--- src/inc/mbrs_pkg.sv ---
// constants for the serial protocol engine: function codes, framing, timing
// assumes a 100 MHz core clock and 11-bit characters on the serial line
package mbrs_pkg;
	localparam longint CLK_HZ        = 100_000_000;
	localparam longint BAUD_DEF      = 9600;
	localparam longint BITS_PER_CHAR = 11;
	localparam longint GAP_CHARS_X10 = 35;
	localparam longint RESP_TMO_MS   = 100;
	// least times round up to whole cycles
	localparam longint CHAR_CYC     = (CLK_HZ * BITS_PER_CHAR + BAUD_DEF - 1) / BAUD_DEF;
	localparam longint GAP_CYC      = (CLK_HZ * BITS_PER_CHAR * GAP_CHARS_X10 + BAUD_DEF * 10 - 1)
		/ (BAUD_DEF * 10);
	localparam longint RESP_TMO_CYC = CLK_HZ * RESP_TMO_MS / 1000;

	localparam logic [7:0]  FC_RD_BITS_OUT = 8'h01;
	localparam logic [7:0]  FC_RD_BITS_IN  = 8'h02;
	localparam logic [7:0]  FC_RD_HOLD     = 8'h03;
	localparam logic [7:0]  FC_RD_INREG    = 8'h04;
	localparam logic [7:0]  FC_WR_BIT      = 8'h05;
	localparam logic [7:0]  FC_WR_WORD     = 8'h06;
	localparam logic [7:0]  FC_WR_MULTI    = 8'h10;

	localparam logic [15:0] BIT_ON         = 16'hff00;
	localparam logic [15:0] BIT_OFF        = 16'h0000;
	localparam logic [15:0] MAX_RD_BITS    = 16'h07d0;
	localparam logic [15:0] MAX_RD_WORDS   = 16'h007d;
	localparam logic [15:0] MAX_WR_WORDS   = 16'h007b;
	localparam logic [15:0] ONE_REG        = 16'h0001;
	localparam logic [7:0]  ONE_REG_BYTES  = 8'h02;
	localparam logic [8:0]  MIN_REQ_LEN    = 9'h008;
	localparam logic [16:0] WR_FIXED_LEN   = 17'h00009;
	localparam logic [7:0]  WR_DATA_OFS    = 8'h07;
	localparam logic [3:0]  RD_HDR_LEN     = 4'h3;
	localparam logic [3:0]  ECHO_LEN       = 4'h6;
	localparam logic [3:0]  MRD_LEN        = 4'h6;
	localparam logic [3:0]  MWR_LEN        = 4'h9;
	localparam int          WORD_SHIFT     = 4;

	localparam logic [16:0] HOLD_BASE      = 17'h09c41;
	localparam logic [7:0]  RTU_PORT_OFS   = 8'h0a;

	localparam logic [15:0] CRC_INIT       = 16'hffff;
	localparam logic [15:0] CRC_POLY       = 16'ha001;
	localparam logic [15:0] CRC_RESIDUE    = 16'h0000;

	localparam logic [7:0]  ASC_COLON      = 8'h3a;
	localparam logic [7:0]  ASC_CR         = 8'h0d;
	localparam logic [7:0]  ASC_LF         = 8'h0a;
	localparam logic [7:0]  ASC_ZERO       = 8'h30;
	localparam logic [7:0]  ASC_A_LESS10   = 8'h37;

	function automatic logic [15:0] crc_upd(input logic [15:0] crc, input logic [7:0] b);
		logic [15:0] c;
		c = crc ^ {8'h00, b};
		for (int i = 0; i < 8; i++)
			c = c[0] ? ((c >> 1) ^ CRC_POLY) : (c >> 1);
		return c;
	endfunction
endpackage

--- src/hw/mbrs_fifo.sv ---
// synchronous fifo, width and depth set by parameters
// assumes depth is a power of two
`timescale 1ns/10ps
module mbrs_fifo #(
	parameter int WIDTH = 10,
	parameter int DEPTH = 16
)(
	input  wire logic             clk_in,
	input  wire logic             nrst_in,
	input  wire logic             in_valid_in,
	input  wire logic [WIDTH-1:0] in_data_in,
	output logic                  in_ready_out,
	output logic                  out_valid_out,
	output logic      [WIDTH-1:0] out_data_out,
	input  wire logic             out_ready_in
);
	localparam int AW = $clog2(DEPTH);
	logic [WIDTH-1:0] mem [DEPTH];
	logic [AW:0]      wr_reg;
	logic [AW:0]      rd_reg;
	logic             push;
	logic             pop;

	assign in_ready_out  = (wr_reg - rd_reg) != (AW + 1)'(DEPTH);
	assign out_valid_out = wr_reg != rd_reg;
	assign out_data_out  = mem[rd_reg[AW-1:0]];
	assign push          = in_valid_in && in_ready_out;
	assign pop           = out_valid_out && out_ready_in;

	always_ff @(posedge clk_in)
	begin
		if (push)
			mem[wr_reg[AW-1:0]] <= in_data_in;
	end

	always_ff @(posedge clk_in or negedge nrst_in)
	begin
		if (!nrst_in)
		begin
			wr_reg <= '0;
			rd_reg <= '0;
		end
		else
		begin
			if (push)
				wr_reg <= wr_reg + 1'b1;
			if (pop)
				rd_reg <= rd_reg + 1'b1;
		end
	end
endmodule

--- src/hw/mbrs_tx_framer.sv ---
// turns queued frame bytes into line characters, raw or as hex text
// assumes each entry is {ascii, last, byte} and a uart drains tx_data
`timescale 1ns/10ps
module mbrs_tx_framer #(
	parameter int GAP_CYCLES  = 401042,
	parameter int CHAR_CYCLES = 114584
)(
	input  wire logic       clk_in,
	input  wire logic       nrst_in,
	input  wire logic       in_valid_in,
	input  wire logic [9:0] in_data_in,
	output logic            in_ready_out,
	output logic            tx_valid_out,
	output logic      [7:0] tx_data_out,
	input  wire logic       tx_ready_in
);
	typedef enum logic [3:0] {F_GAP, F_IDLE, F_SOF, F_HI, F_LO, F_LRCH, F_LRCL, F_CR, F_LF} mbrs_fstate_e;
	mbrs_fstate_e state_reg;
	mbrs_fstate_e state_next;
	logic [31:0]  gap_reg;
	logic [7:0]   lrc_reg;
	logic [7:0]   lrc_fin;
	logic         out_v_reg;
	logic [7:0]   out_d_reg;
	logic         adv;
	logic         ch_v;
	logic [7:0]   ch;
	logic         asc;
	logic         last;

	function automatic logic [7:0] hex_char(input logic [3:0] n);
		return (n < 4'ha) ? mbrs_pkg::ASC_ZERO + {4'h0, n} : mbrs_pkg::ASC_A_LESS10 + {4'h0, n};
	endfunction

	assign adv          = !out_v_reg || tx_ready_in;
	assign asc          = in_data_in[9];
	assign last         = in_data_in[8];
	assign lrc_fin      = ~lrc_reg + 8'h01;
	assign tx_valid_out = out_v_reg;
	assign tx_data_out  = out_d_reg;

	always_comb
	begin
		state_next   = state_reg;
		ch_v         = 1'b0;
		ch           = 8'h00;
		in_ready_out = 1'b0;
		case (state_reg)
			F_GAP:
				// gap counted after last character leaves, plus its length
				if (gap_reg >= 32'(GAP_CYCLES + CHAR_CYCLES))
					state_next = F_IDLE;
			F_IDLE:
				if (in_valid_in)
					state_next = asc ? F_SOF : F_HI;
			F_SOF:
				if (adv)
				begin
					ch_v       = 1'b1;
					ch         = mbrs_pkg::ASC_COLON;
					state_next = F_HI;
				end
			F_HI:
				if (adv && in_valid_in)
				begin
					ch_v = 1'b1;
					if (asc)
					begin
						ch         = hex_char(in_data_in[7:4]);
						state_next = F_LO;
					end
					else
					begin
						ch           = in_data_in[7:0];
						in_ready_out = 1'b1;
						state_next   = last ? F_GAP : F_HI;
					end
				end
			F_LO:
				if (adv)
				begin
					ch_v         = 1'b1;
					ch           = hex_char(in_data_in[3:0]);
					in_ready_out = 1'b1;
					state_next   = last ? F_LRCH : F_HI;
				end
			F_LRCH:
				if (adv)
				begin
					ch_v       = 1'b1;
					ch         = hex_char(lrc_fin[7:4]);
					state_next = F_LRCL;
				end
			F_LRCL:
				if (adv)
				begin
					ch_v       = 1'b1;
					ch         = hex_char(lrc_fin[3:0]);
					state_next = F_CR;
				end
			F_CR:
				if (adv)
				begin
					ch_v       = 1'b1;
					ch         = mbrs_pkg::ASC_CR;
					state_next = F_LF;
				end
			F_LF:
				if (adv)
				begin
					ch_v       = 1'b1;
					ch         = mbrs_pkg::ASC_LF;
					state_next = F_GAP;
				end
			default:
				state_next = F_GAP;
		endcase
	end

	always_ff @(posedge clk_in or negedge nrst_in)
	begin
		if (!nrst_in)
		begin
			state_reg <= F_GAP;
			gap_reg   <= '0;
			lrc_reg   <= 8'h00;
			out_v_reg <= 1'b0;
			out_d_reg <= 8'h00;
		end
		else
		begin
			state_reg <= state_next;
			if (state_reg != F_GAP || out_v_reg)
				gap_reg <= '0;
			else if (gap_reg < 32'(GAP_CYCLES + CHAR_CYCLES))
				gap_reg <= gap_reg + 32'h1;
			if (state_reg == F_SOF)
				lrc_reg <= 8'h00;
			else if (state_reg == F_LO && in_ready_out)
				lrc_reg <= lrc_reg + in_data_in[7:0];
			if (adv)
				out_v_reg <= ch_v;
			if (adv && ch_v)
				out_d_reg <= ch;
		end
	end
endmodule

--- src/hw/mbrs_engine.sv ---
// serial protocol engine: slave toward a host, master toward remote slaves
// assumes an outside uart: rx byte pulses, tx valid/ready
// assumes word memory with one cycle read latency behind the MEM port
// Functional notes
// - bytes travel raw in binary, except master text requests, where each byte is split into two hex characters.
// - line idle for 3.5 characters ends a frame; senders keep that gap.
// - binary frame is address, function, data, then two-byte check field; text frames carry a one-byte LRC sent as two hex characters, then end in CR LF.
// - functions 01/02 return bit states through the bit address map.
// - functions 03/04 return 16-bit words from the word address map.
// - function 05 forces one mapped bit on or off.
// - function 06 writes one 16-bit word.
// - function 16 writes consecutive words from the given address.
// - text framing gets no function handling or address maps; the slave decodes binary frames only.
// - master sends requests in either binary or text framing.
// - master reads always use function 03.
// - master writes always use function 16, even for one word.
// - master sends register number minus 40001.
// - port number above ten selects binary framing on port minus ten.
// - wire register 16 is holding register 40017, first output word.
// - word addresses pass straight to memory, zero based.
// - bit address n lives in word n/16, bit n mod 16.
`timescale 1ns/10ps
module mbrs_engine #(
	parameter int GAP_CYCLES      = int'(mbrs_pkg::GAP_CYC),
	parameter int CHAR_CYCLES     = int'(mbrs_pkg::CHAR_CYC),
	parameter int RESP_TMO_CYCLES = int'(mbrs_pkg::RESP_TMO_CYC),
	parameter int RX_DEPTH        = 256,
	parameter int FIFO_DEPTH      = 16
)(
	input  wire logic        CLK_IN,
	input  wire logic        NRST_IN,
	input  wire logic [7:0]  STATION_ID_IN,
	input  wire logic        RX_VALID_IN,
	input  wire logic [7:0]  RX_DATA_IN,
	output logic             TX_VALID_OUT,
	output logic      [7:0]  TX_DATA_OUT,
	input  wire logic        TX_READY_IN,
	output logic      [15:0] MEM_ADDR_OUT,
	output logic             MEM_WE_OUT,
	output logic      [15:0] MEM_WDATA_OUT,
	input  wire logic [15:0] MEM_RDATA_IN,
	input  wire logic        CMD_VALID_IN,
	output logic             CMD_READY_OUT,
	input  wire logic        CMD_WRITE_IN,
	input  wire logic [7:0]  CMD_PORT_IN,
	input  wire logic [7:0]  CMD_SLAVE_IN,
	input  wire logic [16:0] CMD_REG_IN,
	input  wire logic [15:0] CMD_WDATA_IN,
	output logic      [7:0]  CMD_PHYS_PORT_OUT,
	output logic             CMD_RTU_OUT,
	output logic             DONE_OUT,
	output logic             DONE_OK_OUT,
	output logic      [15:0] DONE_DATA_OUT
);
	localparam int RXW = $clog2(RX_DEPTH);
	typedef enum logic [3:0] {ST_IDLE, ST_RA, ST_W1, ST_RD, ST_PH, ST_PL, ST_WR, ST_HDR,
		ST_CRCL, ST_CRCH, ST_MREQ, ST_MWAIT} mbrs_state_e;

	mbrs_state_e state_reg;
	logic [7:0]  rx_buf [RX_DEPTH];
	logic [RXW:0] rx_len_reg;
	logic [15:0] rx_crc_reg;
	logic [31:0] rx_idle_reg;
	logic        rx_done_reg;
	logic        rx_take;
	logic        rx_clr;
	logic [7:0]  rq_func;
	logic [15:0] rq_start;
	logic [15:0] rq_cnt;
	logic [15:0] bit_addr;
	logic        is_bits;
	logic        is_words;
	logic        req_ok;
	logic [7:0]  nbytes;
	logic [15:0] idx_reg;
	logic [3:0]  pos_reg;
	logic [15:0] word_reg;
	logic [7:0]  acc_reg;
	logic [15:0] tx_crc_reg;
	logic        push_v;
	logic [7:0]  push_b;
	logic        push_last;
	logic        push_ok;
	logic        fifo_rdy;
	logic        fifo_ov;
	logic [9:0]  fifo_od;
	logic        fifo_or;
	logic        m_write_reg;
	logic        m_rtu_reg;
	logic [7:0]  m_slave_reg;
	logic [15:0] m_addr_reg;
	logic [15:0] m_data_reg;
	logic [31:0] tmo_reg;
	logic [3:0]  m_len;
	logic        cmd_take;
	logic        item_last;
	logic [RXW-1:0] wr_ofs;

	assign rq_func   = rx_buf[1];
	assign rq_start  = {rx_buf[2], rx_buf[3]};
	assign rq_cnt    = {rx_buf[4], rx_buf[5]};
	assign bit_addr  = rq_start + idx_reg;
	assign is_bits   = rq_func == mbrs_pkg::FC_RD_BITS_OUT || rq_func == mbrs_pkg::FC_RD_BITS_IN;
	assign is_words  = rq_func == mbrs_pkg::FC_RD_HOLD || rq_func == mbrs_pkg::FC_RD_INREG;
	assign item_last = idx_reg == rq_cnt - 16'h0001;
	assign wr_ofs    = RXW'(mbrs_pkg::WR_DATA_OFS) + RXW'({idx_reg, 1'b0});
	assign m_len     = m_write_reg ? mbrs_pkg::MWR_LEN : mbrs_pkg::MRD_LEN;
	assign cmd_take  = CMD_VALID_IN && CMD_READY_OUT;
	assign CMD_READY_OUT = state_reg == ST_IDLE && !rx_done_reg;

	// receive side: bytes stored raw, frame closed by line silence
	assign rx_take = RX_VALID_IN && !rx_done_reg && rx_len_reg < (RXW + 1)'(RX_DEPTH);
	assign rx_clr  = (state_reg == ST_IDLE && rx_done_reg && !req_ok)
		|| (state_reg == ST_CRCH && push_ok)
		|| (state_reg == ST_MWAIT && rx_done_reg);

	always_ff @(posedge CLK_IN)
	begin
		if (rx_take)
			rx_buf[rx_len_reg[RXW-1:0]] <= RX_DATA_IN;
	end

	always_ff @(posedge CLK_IN or negedge NRST_IN)
	begin
		if (!NRST_IN)
		begin
			rx_len_reg  <= '0;
			rx_crc_reg  <= mbrs_pkg::CRC_INIT;
			rx_idle_reg <= '0;
			rx_done_reg <= 1'b0;
		end
		else if (rx_clr)
		begin
			rx_len_reg  <= '0;
			rx_crc_reg  <= mbrs_pkg::CRC_INIT;
			rx_idle_reg <= '0;
			rx_done_reg <= 1'b0;
		end
		else if (rx_take)
		begin
			rx_len_reg  <= rx_len_reg + 1'b1;
			rx_crc_reg  <= mbrs_pkg::crc_upd(rx_crc_reg, RX_DATA_IN);
			rx_idle_reg <= '0;
		end
		else
		begin
			if (rx_idle_reg < 32'(GAP_CYCLES))
				rx_idle_reg <= rx_idle_reg + 32'h1;
			// bytes after close lost until frame consumed
			if (rx_len_reg != '0 && rx_idle_reg >= 32'(GAP_CYCLES))
				rx_done_reg <= 1'b1;
		end
	end

	// request screening; raw binary frames only, text frames are never decoded
	always_comb
	begin
		req_ok = 1'b0;
		nbytes = 8'h00;
		case (rq_func)
			mbrs_pkg::FC_RD_BITS_OUT, mbrs_pkg::FC_RD_BITS_IN:
			begin
				req_ok = rq_cnt != 16'h0000 && rq_cnt <= mbrs_pkg::MAX_RD_BITS;
				nbytes = 8'((rq_cnt + 16'h0007) >> 3);
			end
			mbrs_pkg::FC_RD_HOLD, mbrs_pkg::FC_RD_INREG:
			begin
				req_ok = rq_cnt != 16'h0000 && rq_cnt <= mbrs_pkg::MAX_RD_WORDS;
				nbytes = 8'(rq_cnt << 1);
			end
			mbrs_pkg::FC_WR_BIT:
				req_ok = rq_cnt == mbrs_pkg::BIT_ON || rq_cnt == mbrs_pkg::BIT_OFF;
			mbrs_pkg::FC_WR_WORD:
				req_ok = 1'b1;
			mbrs_pkg::FC_WR_MULTI:
				req_ok = rq_cnt != 16'h0000 && rq_cnt <= mbrs_pkg::MAX_WR_WORDS
					&& rx_buf[6] == 8'(rq_cnt << 1)
					&& (17'(rq_cnt) << 1) + mbrs_pkg::WR_FIXED_LEN <= 17'(rx_len_reg);
			default:
				req_ok = 1'b0;
		endcase
		// frames with bad check or another station are dropped without answer
		req_ok = req_ok && rx_crc_reg == mbrs_pkg::CRC_RESIDUE
			&& rx_len_reg >= (RXW + 1)'(mbrs_pkg::MIN_REQ_LEN)
			&& rx_buf[0] == STATION_ID_IN;
	end

	// bytes offered to the transmit queue
	always_comb
	begin
		push_v    = 1'b1;
		push_b    = 8'h00;
		push_last = 1'b0;
		case (state_reg)
			ST_HDR:
				push_b = (is_bits || is_words) && pos_reg == 4'h2 ? nbytes : rx_buf[pos_reg];
			ST_PH:
				push_b = word_reg[15:8];
			ST_PL:
				push_b = is_bits ? acc_reg : word_reg[7:0];
			ST_CRCL:
				push_b = tx_crc_reg[7:0];
			ST_CRCH:
			begin
				push_b    = tx_crc_reg[15:8];
				push_last = 1'b1;
			end
			ST_MREQ:
			begin
				case (pos_reg)
					4'h0: push_b = m_slave_reg;
					4'h1: push_b = m_write_reg ? mbrs_pkg::FC_WR_MULTI : mbrs_pkg::FC_RD_HOLD;
					4'h2: push_b = m_addr_reg[15:8];
					4'h3: push_b = m_addr_reg[7:0];
					4'h4: push_b = mbrs_pkg::ONE_REG[15:8];
					4'h5: push_b = mbrs_pkg::ONE_REG[7:0];
					4'h6: push_b = mbrs_pkg::ONE_REG_BYTES;
					4'h7: push_b = m_data_reg[15:8];
					default: push_b = m_data_reg[7:0];
				endcase
				// text frames: framer adds its own check
				push_last = !m_rtu_reg && pos_reg == m_len - 4'h1;
			end
			default:
				push_v = 1'b0;
		endcase
	end
	assign push_ok = push_v && fifo_rdy;

	always_ff @(posedge CLK_IN or negedge NRST_IN)
	begin
		if (!NRST_IN)
			tx_crc_reg <= mbrs_pkg::CRC_INIT;
		else if (state_reg == ST_IDLE)
			tx_crc_reg <= mbrs_pkg::CRC_INIT;
		else if (push_ok && state_reg != ST_CRCL && state_reg != ST_CRCH)
			tx_crc_reg <= mbrs_pkg::crc_upd(tx_crc_reg, push_b);
	end

	// main sequencer
	always_ff @(posedge CLK_IN or negedge NRST_IN)
	begin
		if (!NRST_IN)
		begin
			state_reg <= ST_IDLE;
			idx_reg   <= 16'h0000;
			pos_reg   <= 4'h0;
			word_reg  <= 16'h0000;
			acc_reg   <= 8'h00;
		end
		else
		begin
			case (state_reg)
				ST_IDLE:
				begin
					idx_reg <= 16'h0000;
					pos_reg <= 4'h0;
					acc_reg <= 8'h00;
					if (rx_done_reg && req_ok)
					begin
						if (is_bits || is_words)
							state_reg <= ST_HDR;
						else if (rq_func == mbrs_pkg::FC_WR_BIT)
							state_reg <= ST_RA;
						else
							state_reg <= ST_WR;
					end
					else if (cmd_take)
						state_reg <= ST_MREQ;
				end
				ST_RA:
					state_reg <= ST_W1;
				ST_W1:
					state_reg <= ST_RD;
				ST_RD:
					if (is_bits)
					begin
						acc_reg[idx_reg[2:0]] <= MEM_RDATA_IN[bit_addr[3:0]];
						if (idx_reg[2:0] == 3'h7 || item_last)
							state_reg <= ST_PL;
						else
						begin
							idx_reg   <= idx_reg + 16'h0001;
							state_reg <= ST_RA;
						end
					end
					else if (is_words)
					begin
						word_reg  <= MEM_RDATA_IN;
						state_reg <= ST_PH;
					end
					else
						state_reg <= ST_HDR;
				ST_PH:
					if (push_ok)
						state_reg <= ST_PL;
				ST_PL:
					if (push_ok)
					begin
						idx_reg   <= idx_reg + 16'h0001;
						acc_reg   <= 8'h00;
						state_reg <= item_last ? ST_CRCL : ST_RA;
					end
				ST_WR:
				begin
					idx_reg <= idx_reg + 16'h0001;
					if (rq_func == mbrs_pkg::FC_WR_WORD || item_last)
						state_reg <= ST_HDR;
				end
				ST_HDR:
					if (push_ok)
					begin
						pos_reg <= pos_reg + 4'h1;
						if (pos_reg == ((is_bits || is_words) ? mbrs_pkg::RD_HDR_LEN : mbrs_pkg::ECHO_LEN) - 4'h1)
						begin
							idx_reg   <= 16'h0000;
							state_reg <= (is_bits || is_words) ? ST_RA : ST_CRCL;
						end
					end
				ST_CRCL:
					if (push_ok)
						state_reg <= ST_CRCH;
				ST_CRCH:
					if (push_ok)
						state_reg <= m_rtu_reg && pos_reg == m_len ? ST_MWAIT : ST_IDLE;
				ST_MREQ:
					if (push_ok)
					begin
						pos_reg <= pos_reg + 4'h1;
						if (pos_reg == m_len - 4'h1)
							state_reg <= m_rtu_reg ? ST_CRCL : ST_IDLE;
					end
				ST_MWAIT:
					if (rx_done_reg || tmo_reg >= 32'(RESP_TMO_CYCLES))
						state_reg <= ST_IDLE;
				default:
					state_reg <= ST_IDLE;
			endcase
		end
	end

	// memory port; word address passes through zero based
	always_ff @(posedge CLK_IN or negedge NRST_IN)
	begin
		if (!NRST_IN)
		begin
			MEM_ADDR_OUT  <= 16'h0000;
			MEM_WE_OUT    <= 1'b0;
			MEM_WDATA_OUT <= 16'h0000;
		end
		else
		begin
			MEM_WE_OUT <= 1'b0;
			if (state_reg == ST_RA)
				MEM_ADDR_OUT <= is_words ? bit_addr : bit_addr >> mbrs_pkg::WORD_SHIFT;
			else if (state_reg == ST_RD && rq_func == mbrs_pkg::FC_WR_BIT)
			begin
				// read-modify-write keeps the other bits
				MEM_WE_OUT    <= 1'b1;
				MEM_WDATA_OUT <= rq_cnt == mbrs_pkg::BIT_ON
					? MEM_RDATA_IN | (16'h0001 << bit_addr[3:0])
					: MEM_RDATA_IN & ~(16'h0001 << bit_addr[3:0]);
			end
			else if (state_reg == ST_WR)
			begin
				MEM_WE_OUT   <= 1'b1;
				MEM_ADDR_OUT <= bit_addr;
				if (rq_func == mbrs_pkg::FC_WR_WORD)
					MEM_WDATA_OUT <= rq_cnt;
				else
					MEM_WDATA_OUT <= {rx_buf[wr_ofs], rx_buf[wr_ofs + RXW'(1)]};
			end
		end
	end

	// master command capture and completion
	always_ff @(posedge CLK_IN or negedge NRST_IN)
	begin
		if (!NRST_IN)
		begin
			m_write_reg       <= 1'b0;
			m_rtu_reg         <= 1'b0;
			m_slave_reg       <= 8'h00;
			m_addr_reg        <= 16'h0000;
			m_data_reg        <= 16'h0000;
			CMD_PHYS_PORT_OUT <= 8'h00;
			CMD_RTU_OUT       <= 1'b0;
			tmo_reg           <= '0;
			DONE_OUT          <= 1'b0;
			DONE_OK_OUT       <= 1'b0;
			DONE_DATA_OUT     <= 16'h0000;
		end
		else
		begin
			DONE_OUT <= 1'b0;
			if (cmd_take)
			begin
				m_write_reg <= CMD_WRITE_IN;
				m_slave_reg <= CMD_SLAVE_IN;
				m_addr_reg  <= 16'(CMD_REG_IN - mbrs_pkg::HOLD_BASE);
				m_data_reg  <= CMD_WDATA_IN;
				m_rtu_reg   <= CMD_PORT_IN > mbrs_pkg::RTU_PORT_OFS;
				CMD_RTU_OUT <= CMD_PORT_IN > mbrs_pkg::RTU_PORT_OFS;
				CMD_PHYS_PORT_OUT <= CMD_PORT_IN > mbrs_pkg::RTU_PORT_OFS
					? CMD_PORT_IN - mbrs_pkg::RTU_PORT_OFS : CMD_PORT_IN;
			end
			// slave replies reuse crc states; flag must not linger
			if (state_reg == ST_IDLE && rx_done_reg && req_ok)
				m_rtu_reg <= 1'b0;
			tmo_reg <= state_reg == ST_MWAIT ? tmo_reg + 32'h1 : '0;
			if (state_reg == ST_MREQ && push_ok && pos_reg == m_len - 4'h1 && !m_rtu_reg)
			begin
				// text replies not decoded; only writes count ok
				DONE_OUT      <= 1'b1;
				DONE_OK_OUT   <= m_write_reg;
				DONE_DATA_OUT <= 16'h0000;
			end
			else if (state_reg == ST_MWAIT && rx_done_reg)
			begin
				DONE_OUT      <= 1'b1;
				DONE_OK_OUT   <= rx_crc_reg == mbrs_pkg::CRC_RESIDUE && rx_buf[0] == m_slave_reg
					&& rx_buf[1] == (m_write_reg ? mbrs_pkg::FC_WR_MULTI : mbrs_pkg::FC_RD_HOLD);
				DONE_DATA_OUT <= m_write_reg ? 16'h0000 : {rx_buf[3], rx_buf[4]};
			end
			else if (state_reg == ST_MWAIT && tmo_reg >= 32'(RESP_TMO_CYCLES))
			begin
				DONE_OUT      <= 1'b1;
				DONE_OK_OUT   <= 1'b0;
				DONE_DATA_OUT <= 16'h0000;
			end
		end
	end

	mbrs_fifo #(
		.WIDTH (10),
		.DEPTH (FIFO_DEPTH)
	) u_fifo (
		.clk_in        (CLK_IN),
		.nrst_in       (NRST_IN),
		.in_valid_in   (push_v),
		.in_data_in    ({state_reg == ST_MREQ && !m_rtu_reg, push_last, push_b}),
		.in_ready_out  (fifo_rdy),
		.out_valid_out (fifo_ov),
		.out_data_out  (fifo_od),
		.out_ready_in  (fifo_or)
	);

	mbrs_tx_framer #(
		.GAP_CYCLES  (GAP_CYCLES),
		.CHAR_CYCLES (CHAR_CYCLES)
	) u_framer (
		.clk_in       (CLK_IN),
		.nrst_in      (NRST_IN),
		.in_valid_in  (fifo_ov),
		.in_data_in   (fifo_od),
		.in_ready_out (fifo_or),
		.tx_valid_out (TX_VALID_OUT),
		.tx_data_out  (TX_DATA_OUT),
		.tx_ready_in  (TX_READY_IN)
	);
endmodule

--- config.mk ---
export PLATFORM = sky130hd
export DESIGN_NAME = mbrs_engine
export DESIGN_NICKNAME = d
export VERILOG_FILES = /design/src/inc/mbrs_pkg.sv /design/src/hw/mbrs_fifo.sv /design/src/hw/mbrs_tx_framer.sv /design/src/hw/mbrs_engine.sv
export SDC_FILE = /design/constraint.sdc
export NUM_CORES = 2
export LEC_CHECK = 0
export BUFFER_PORTS_ARGS = -buffer_cell sky130_fd_sc_hd__buf_4
export CORE_MARGIN = 2
export CORE_UTILIZATION = 35
export CTS_BUF_LIST = sky130_fd_sc_hd__clkbuf_4
export DETAILED_ROUTE_END_ITERATION = 7
export PLACE_DENSITY = 0.51
export SLEW_MARGIN = 10
export SYNTH_ARGS = -nofsm -noshare
export SYNTH_HDL_FRONTEND = slang
export SYNTH_HIERARCHICAL = 1
export SYNTH_SLANG_ARGS = --single-unit
export TNS_END_PERCENT = 1
--- constraint.sdc ---
create_clock -name CLK_IN -period 4.7 [get_ports CLK_IN]
set_clock_uncertainty 0.05 [all_clocks]
set_input_delay 0.705 -clock CLK_IN [delete_from_list [all_inputs] [get_ports CLK_IN]]
set_output_delay 0.705 -clock CLK_IN [all_outputs]
set_load 0.01 [all_outputs]
==> flow_summary.json <==
{
  "synthAdderAreaFrac_pct": 0.871,
  "dieWidth_microns": 556,
  "hold_viol_final": 0,
  "worst_ep_arrival_time_ns": 5.73,
  "post_cts_buffers": 0,
  "synthTopCellsByArea": "edfxtp_1 (62%), mux4_2 (15%), dfrtp_1 (6.7%)",
  "rsz0062_at_grt": "false",
  "stdcell_area_sq_mm": 0.125,
  "final_common_cell": "edfxtp_1",
  "ios": 157,
  "grt_pass1_vias": 63100,
  "worstSkewPairLatency_ns": 1.54,
  "grt_pass1_wl_mm": 436,
  "routed_wl_mm": 299,
  "h-tree-depth": 6,
  "netlist_area_sq_mm": 0.107,
  "tightest_slew_ns": 1.19,
  "vias": 60800,
  "yosys.area.top_type_share_pct": 62.2,
  "syn2layout_area_growth_pct": 16.8,
  "critical_path_class": "reg2reg",
  "post-route-util_pct": 41.1,
  "seq_area_sq_mm": 0.0743,
  "fmax_mhz": 225,
  "cts_sinks": 2527,
  "multiInputGateArea_sq_mm": 0.0307,
  "synthMuxAreaShare_pct": 16.5,
  "fin_setup_tns_ns": 0,
  "synth_warnings": 6,
  "synthSimpleGateAreaFrac_pct": 5.82,
  "routed_via_density": 5.33,
  "instances_no_fill": 11400,
  "timing.final.ws_setup_ns": 0.255,
  "hold-worst-slack_ns": 0.207,
  "pre_cts_ws_ns": 0.274,
  "most-common-layout-cells": "edfxtp_1 (2208), clkbuf_4 (975), mux4_2 (718)",
  "initial_utilization_pct": 35.2,
  "synth.yosys.seq_area_share_pct": 69.7,
  "dr.pass1.iters": 6,
  "die_y_microns": 556,
  "place_area_sq_mm": 0.114,
  "max_cap_violations": 0,
  "dieArea_sq_mm": 0.309,
  "grt.overflow.total": 0,
  "drt_iter0_markers": 5746,
  "required_ns": 5.99,
  "grt_max_degree": 174,
  "synth_top_area_cell": "edfxtp_1",
  "drc": 0,
  "status": "finished clean",
  "slew-limit-headroom_pct": 19.9,
  "cts-root-buf": "clkbuf_4",
  "ir_drop_v": 0.000493,
  "synth_flop_cell": "edfxtp_1",
  "synth-seq-cells": 2527,
  "grt_use_total_pct": 19.2,
  "synth_edf_count": 2208,
  "synth_nets": 6163,
  "setup-violations-final": 0,
  "drv_slew": 0,
  "nets": 7093,
  "largest_reg_flops": 2048,
  "drive_above_1_share_pct": 31.1,
  "dp.cells": 10000,
  "core_sq_mm": 0.303,
  "whs_path_depth": 6,
  "power.leakage_nw": 41.7,
  "worstRegToRegCells": 12,
  "crit_fanout": 10,
  "drtAntennaViolNets": 0,
  "dpl.hpwl_mm": 186,
  "synth_top_family_by_area": "multiplexers",
  "antenna_found_initial": 15,
  "place_congestion": 0.862,
  "worstHoldPathType": "in2reg",
  "synth_area_per_cell_sq_um": 17.8,
  "cts-buffers-inserted": 666,
  "syn_inst": 6003,
  "wl_per_cell_microns": 26.3,
  "rows": 202,
  "start_kind": "flip-flop",
  "ys_types": 114,
  "period_share_pct": 94.6,
  "p_total_mw": 70.9,
  "synth-compound-area-share_pct": 3.59,
  "setup.worst_path.end_class": "flip-flop",
  "synth_xor_area_share_pct": 1.87,
  "synthArstFlopShare_pct": 12.6,
  "cts_tree": "done",
  "place.port_buffers": 155,
  "fin_crit_ns": 4.44,
  "clk_pin_slew_ns": 0.06,
  "nFillCells": 27300,
  "cts_max_path_buffers": 4,
  "power_density_mw_per_mm2": 569
}
[what timing repair did]
| action | in CTS | in global routing |
|---|---|---|
| resized for setup | 0 | 0 |
| hold endpoints to repair | 2279 | 0 |
| hold buffers | 218 | 0 |
[metal layers]
layer	part of all wire (%)	track usage (%)	routed length, microns
met1	44	26.9	132000
met2	47	30.4	142000
met3	6.5	3.81	19500
met4	2.2	5.23	6530
met5	0.013	0	40
[power by group]
part / switching [mW] / total (mW) / internal [mW]
Sequential: 1.03 / 26.8 / 25.7
Combinational: 13.5 / 24.8 / 11.3
Clock: 9.14 / 19.3 / 10.2
Total: 23.7 / 70.9 / 47.2
[logic make-up (layout without fill, tap and decap cells)]
| group | Yosys count | after routing |
|---|---|---|
| buf+inv | 426 | 1830 |
| mux | 840 | 840 |
| simple gates | 1350 | 1350 |
| xor+xnor | 219 | 219 |
| fa+ha+maj | 73 | 73 |
| flops | 2527 | 2527 |
| compound gates | 568 | 568 |
| other cells | 0 | 8 |
[cell usage after synthesis, types with 47 or more instances]
cell         n
nor2_1     503
clkbuf_1   202
a21oi_1    117
inv_1       72
nand2_1    382
and3_1      47
buf_1       70
xor2_1     106
o21ai_0    140
buf_2       66
nand3_1    107
xnor2_1    107
mux2i_1     78
mux4_2     718
dfrtp_1    287
nor3_1      68
ha_1        71
edfxtp_1  2208
[final cells by class]
type	count	share of cell area (%)
Tap cell	3978	4.00
Clock inverter	167	0.912
Inverter	72	0.217
Sequential cell	2527	59.7
Clock buffer	975	5.88
Multi-Input combinational cell	3050	24.7
Timing Repair Buffer	616	4.60
Antenna cell	8	0.0161
[critical path: stages (launching register included)]
cell,delay (ns)
dfrtp_4,0.47
buf_4,0.24
o21ai_0,0.48
xor2_4,0.15
o21bai_1,0.36
xor2_4,0.53
buf_4,0.26
mux4_2,0.36
mux2i_1,0.18
buf_4,0.17
a21oi_1,0.12
a211oi_1,0.74
o31ai_1,0.14
[worst paths after layout]
check	startpoint	end	slack, ns
max	idx_reg[0]$_DFFE_PN0P_	MEM_WDATA_OUT[4]$_DFFE_PN0P_	0.26
min	MEM_RDATA_IN[5]	MEM_WDATA_OUT[5]$_DFFE_PN0P_	0.21
max reg2reg	idx_reg[0]$_DFFE_PN0P_	MEM_WDATA_OUT[4]$_DFFE_PN0P_	0.26
min reg2reg	tx_crc_reg[11]$_DFFE_PN1P_	tx_crc_reg[3]$_DFFE_PN1P_	0.41
max in group asynchronous	NRST_IN	rx_idle_reg[2]$_DFFE_PN0P_	3.55
min in group asynchronous	NRST_IN	MEM_ADDR_OUT[6]$_DFFE_PN0P_	0.33
Note: power is estimated with default switching activity, not from simulation.
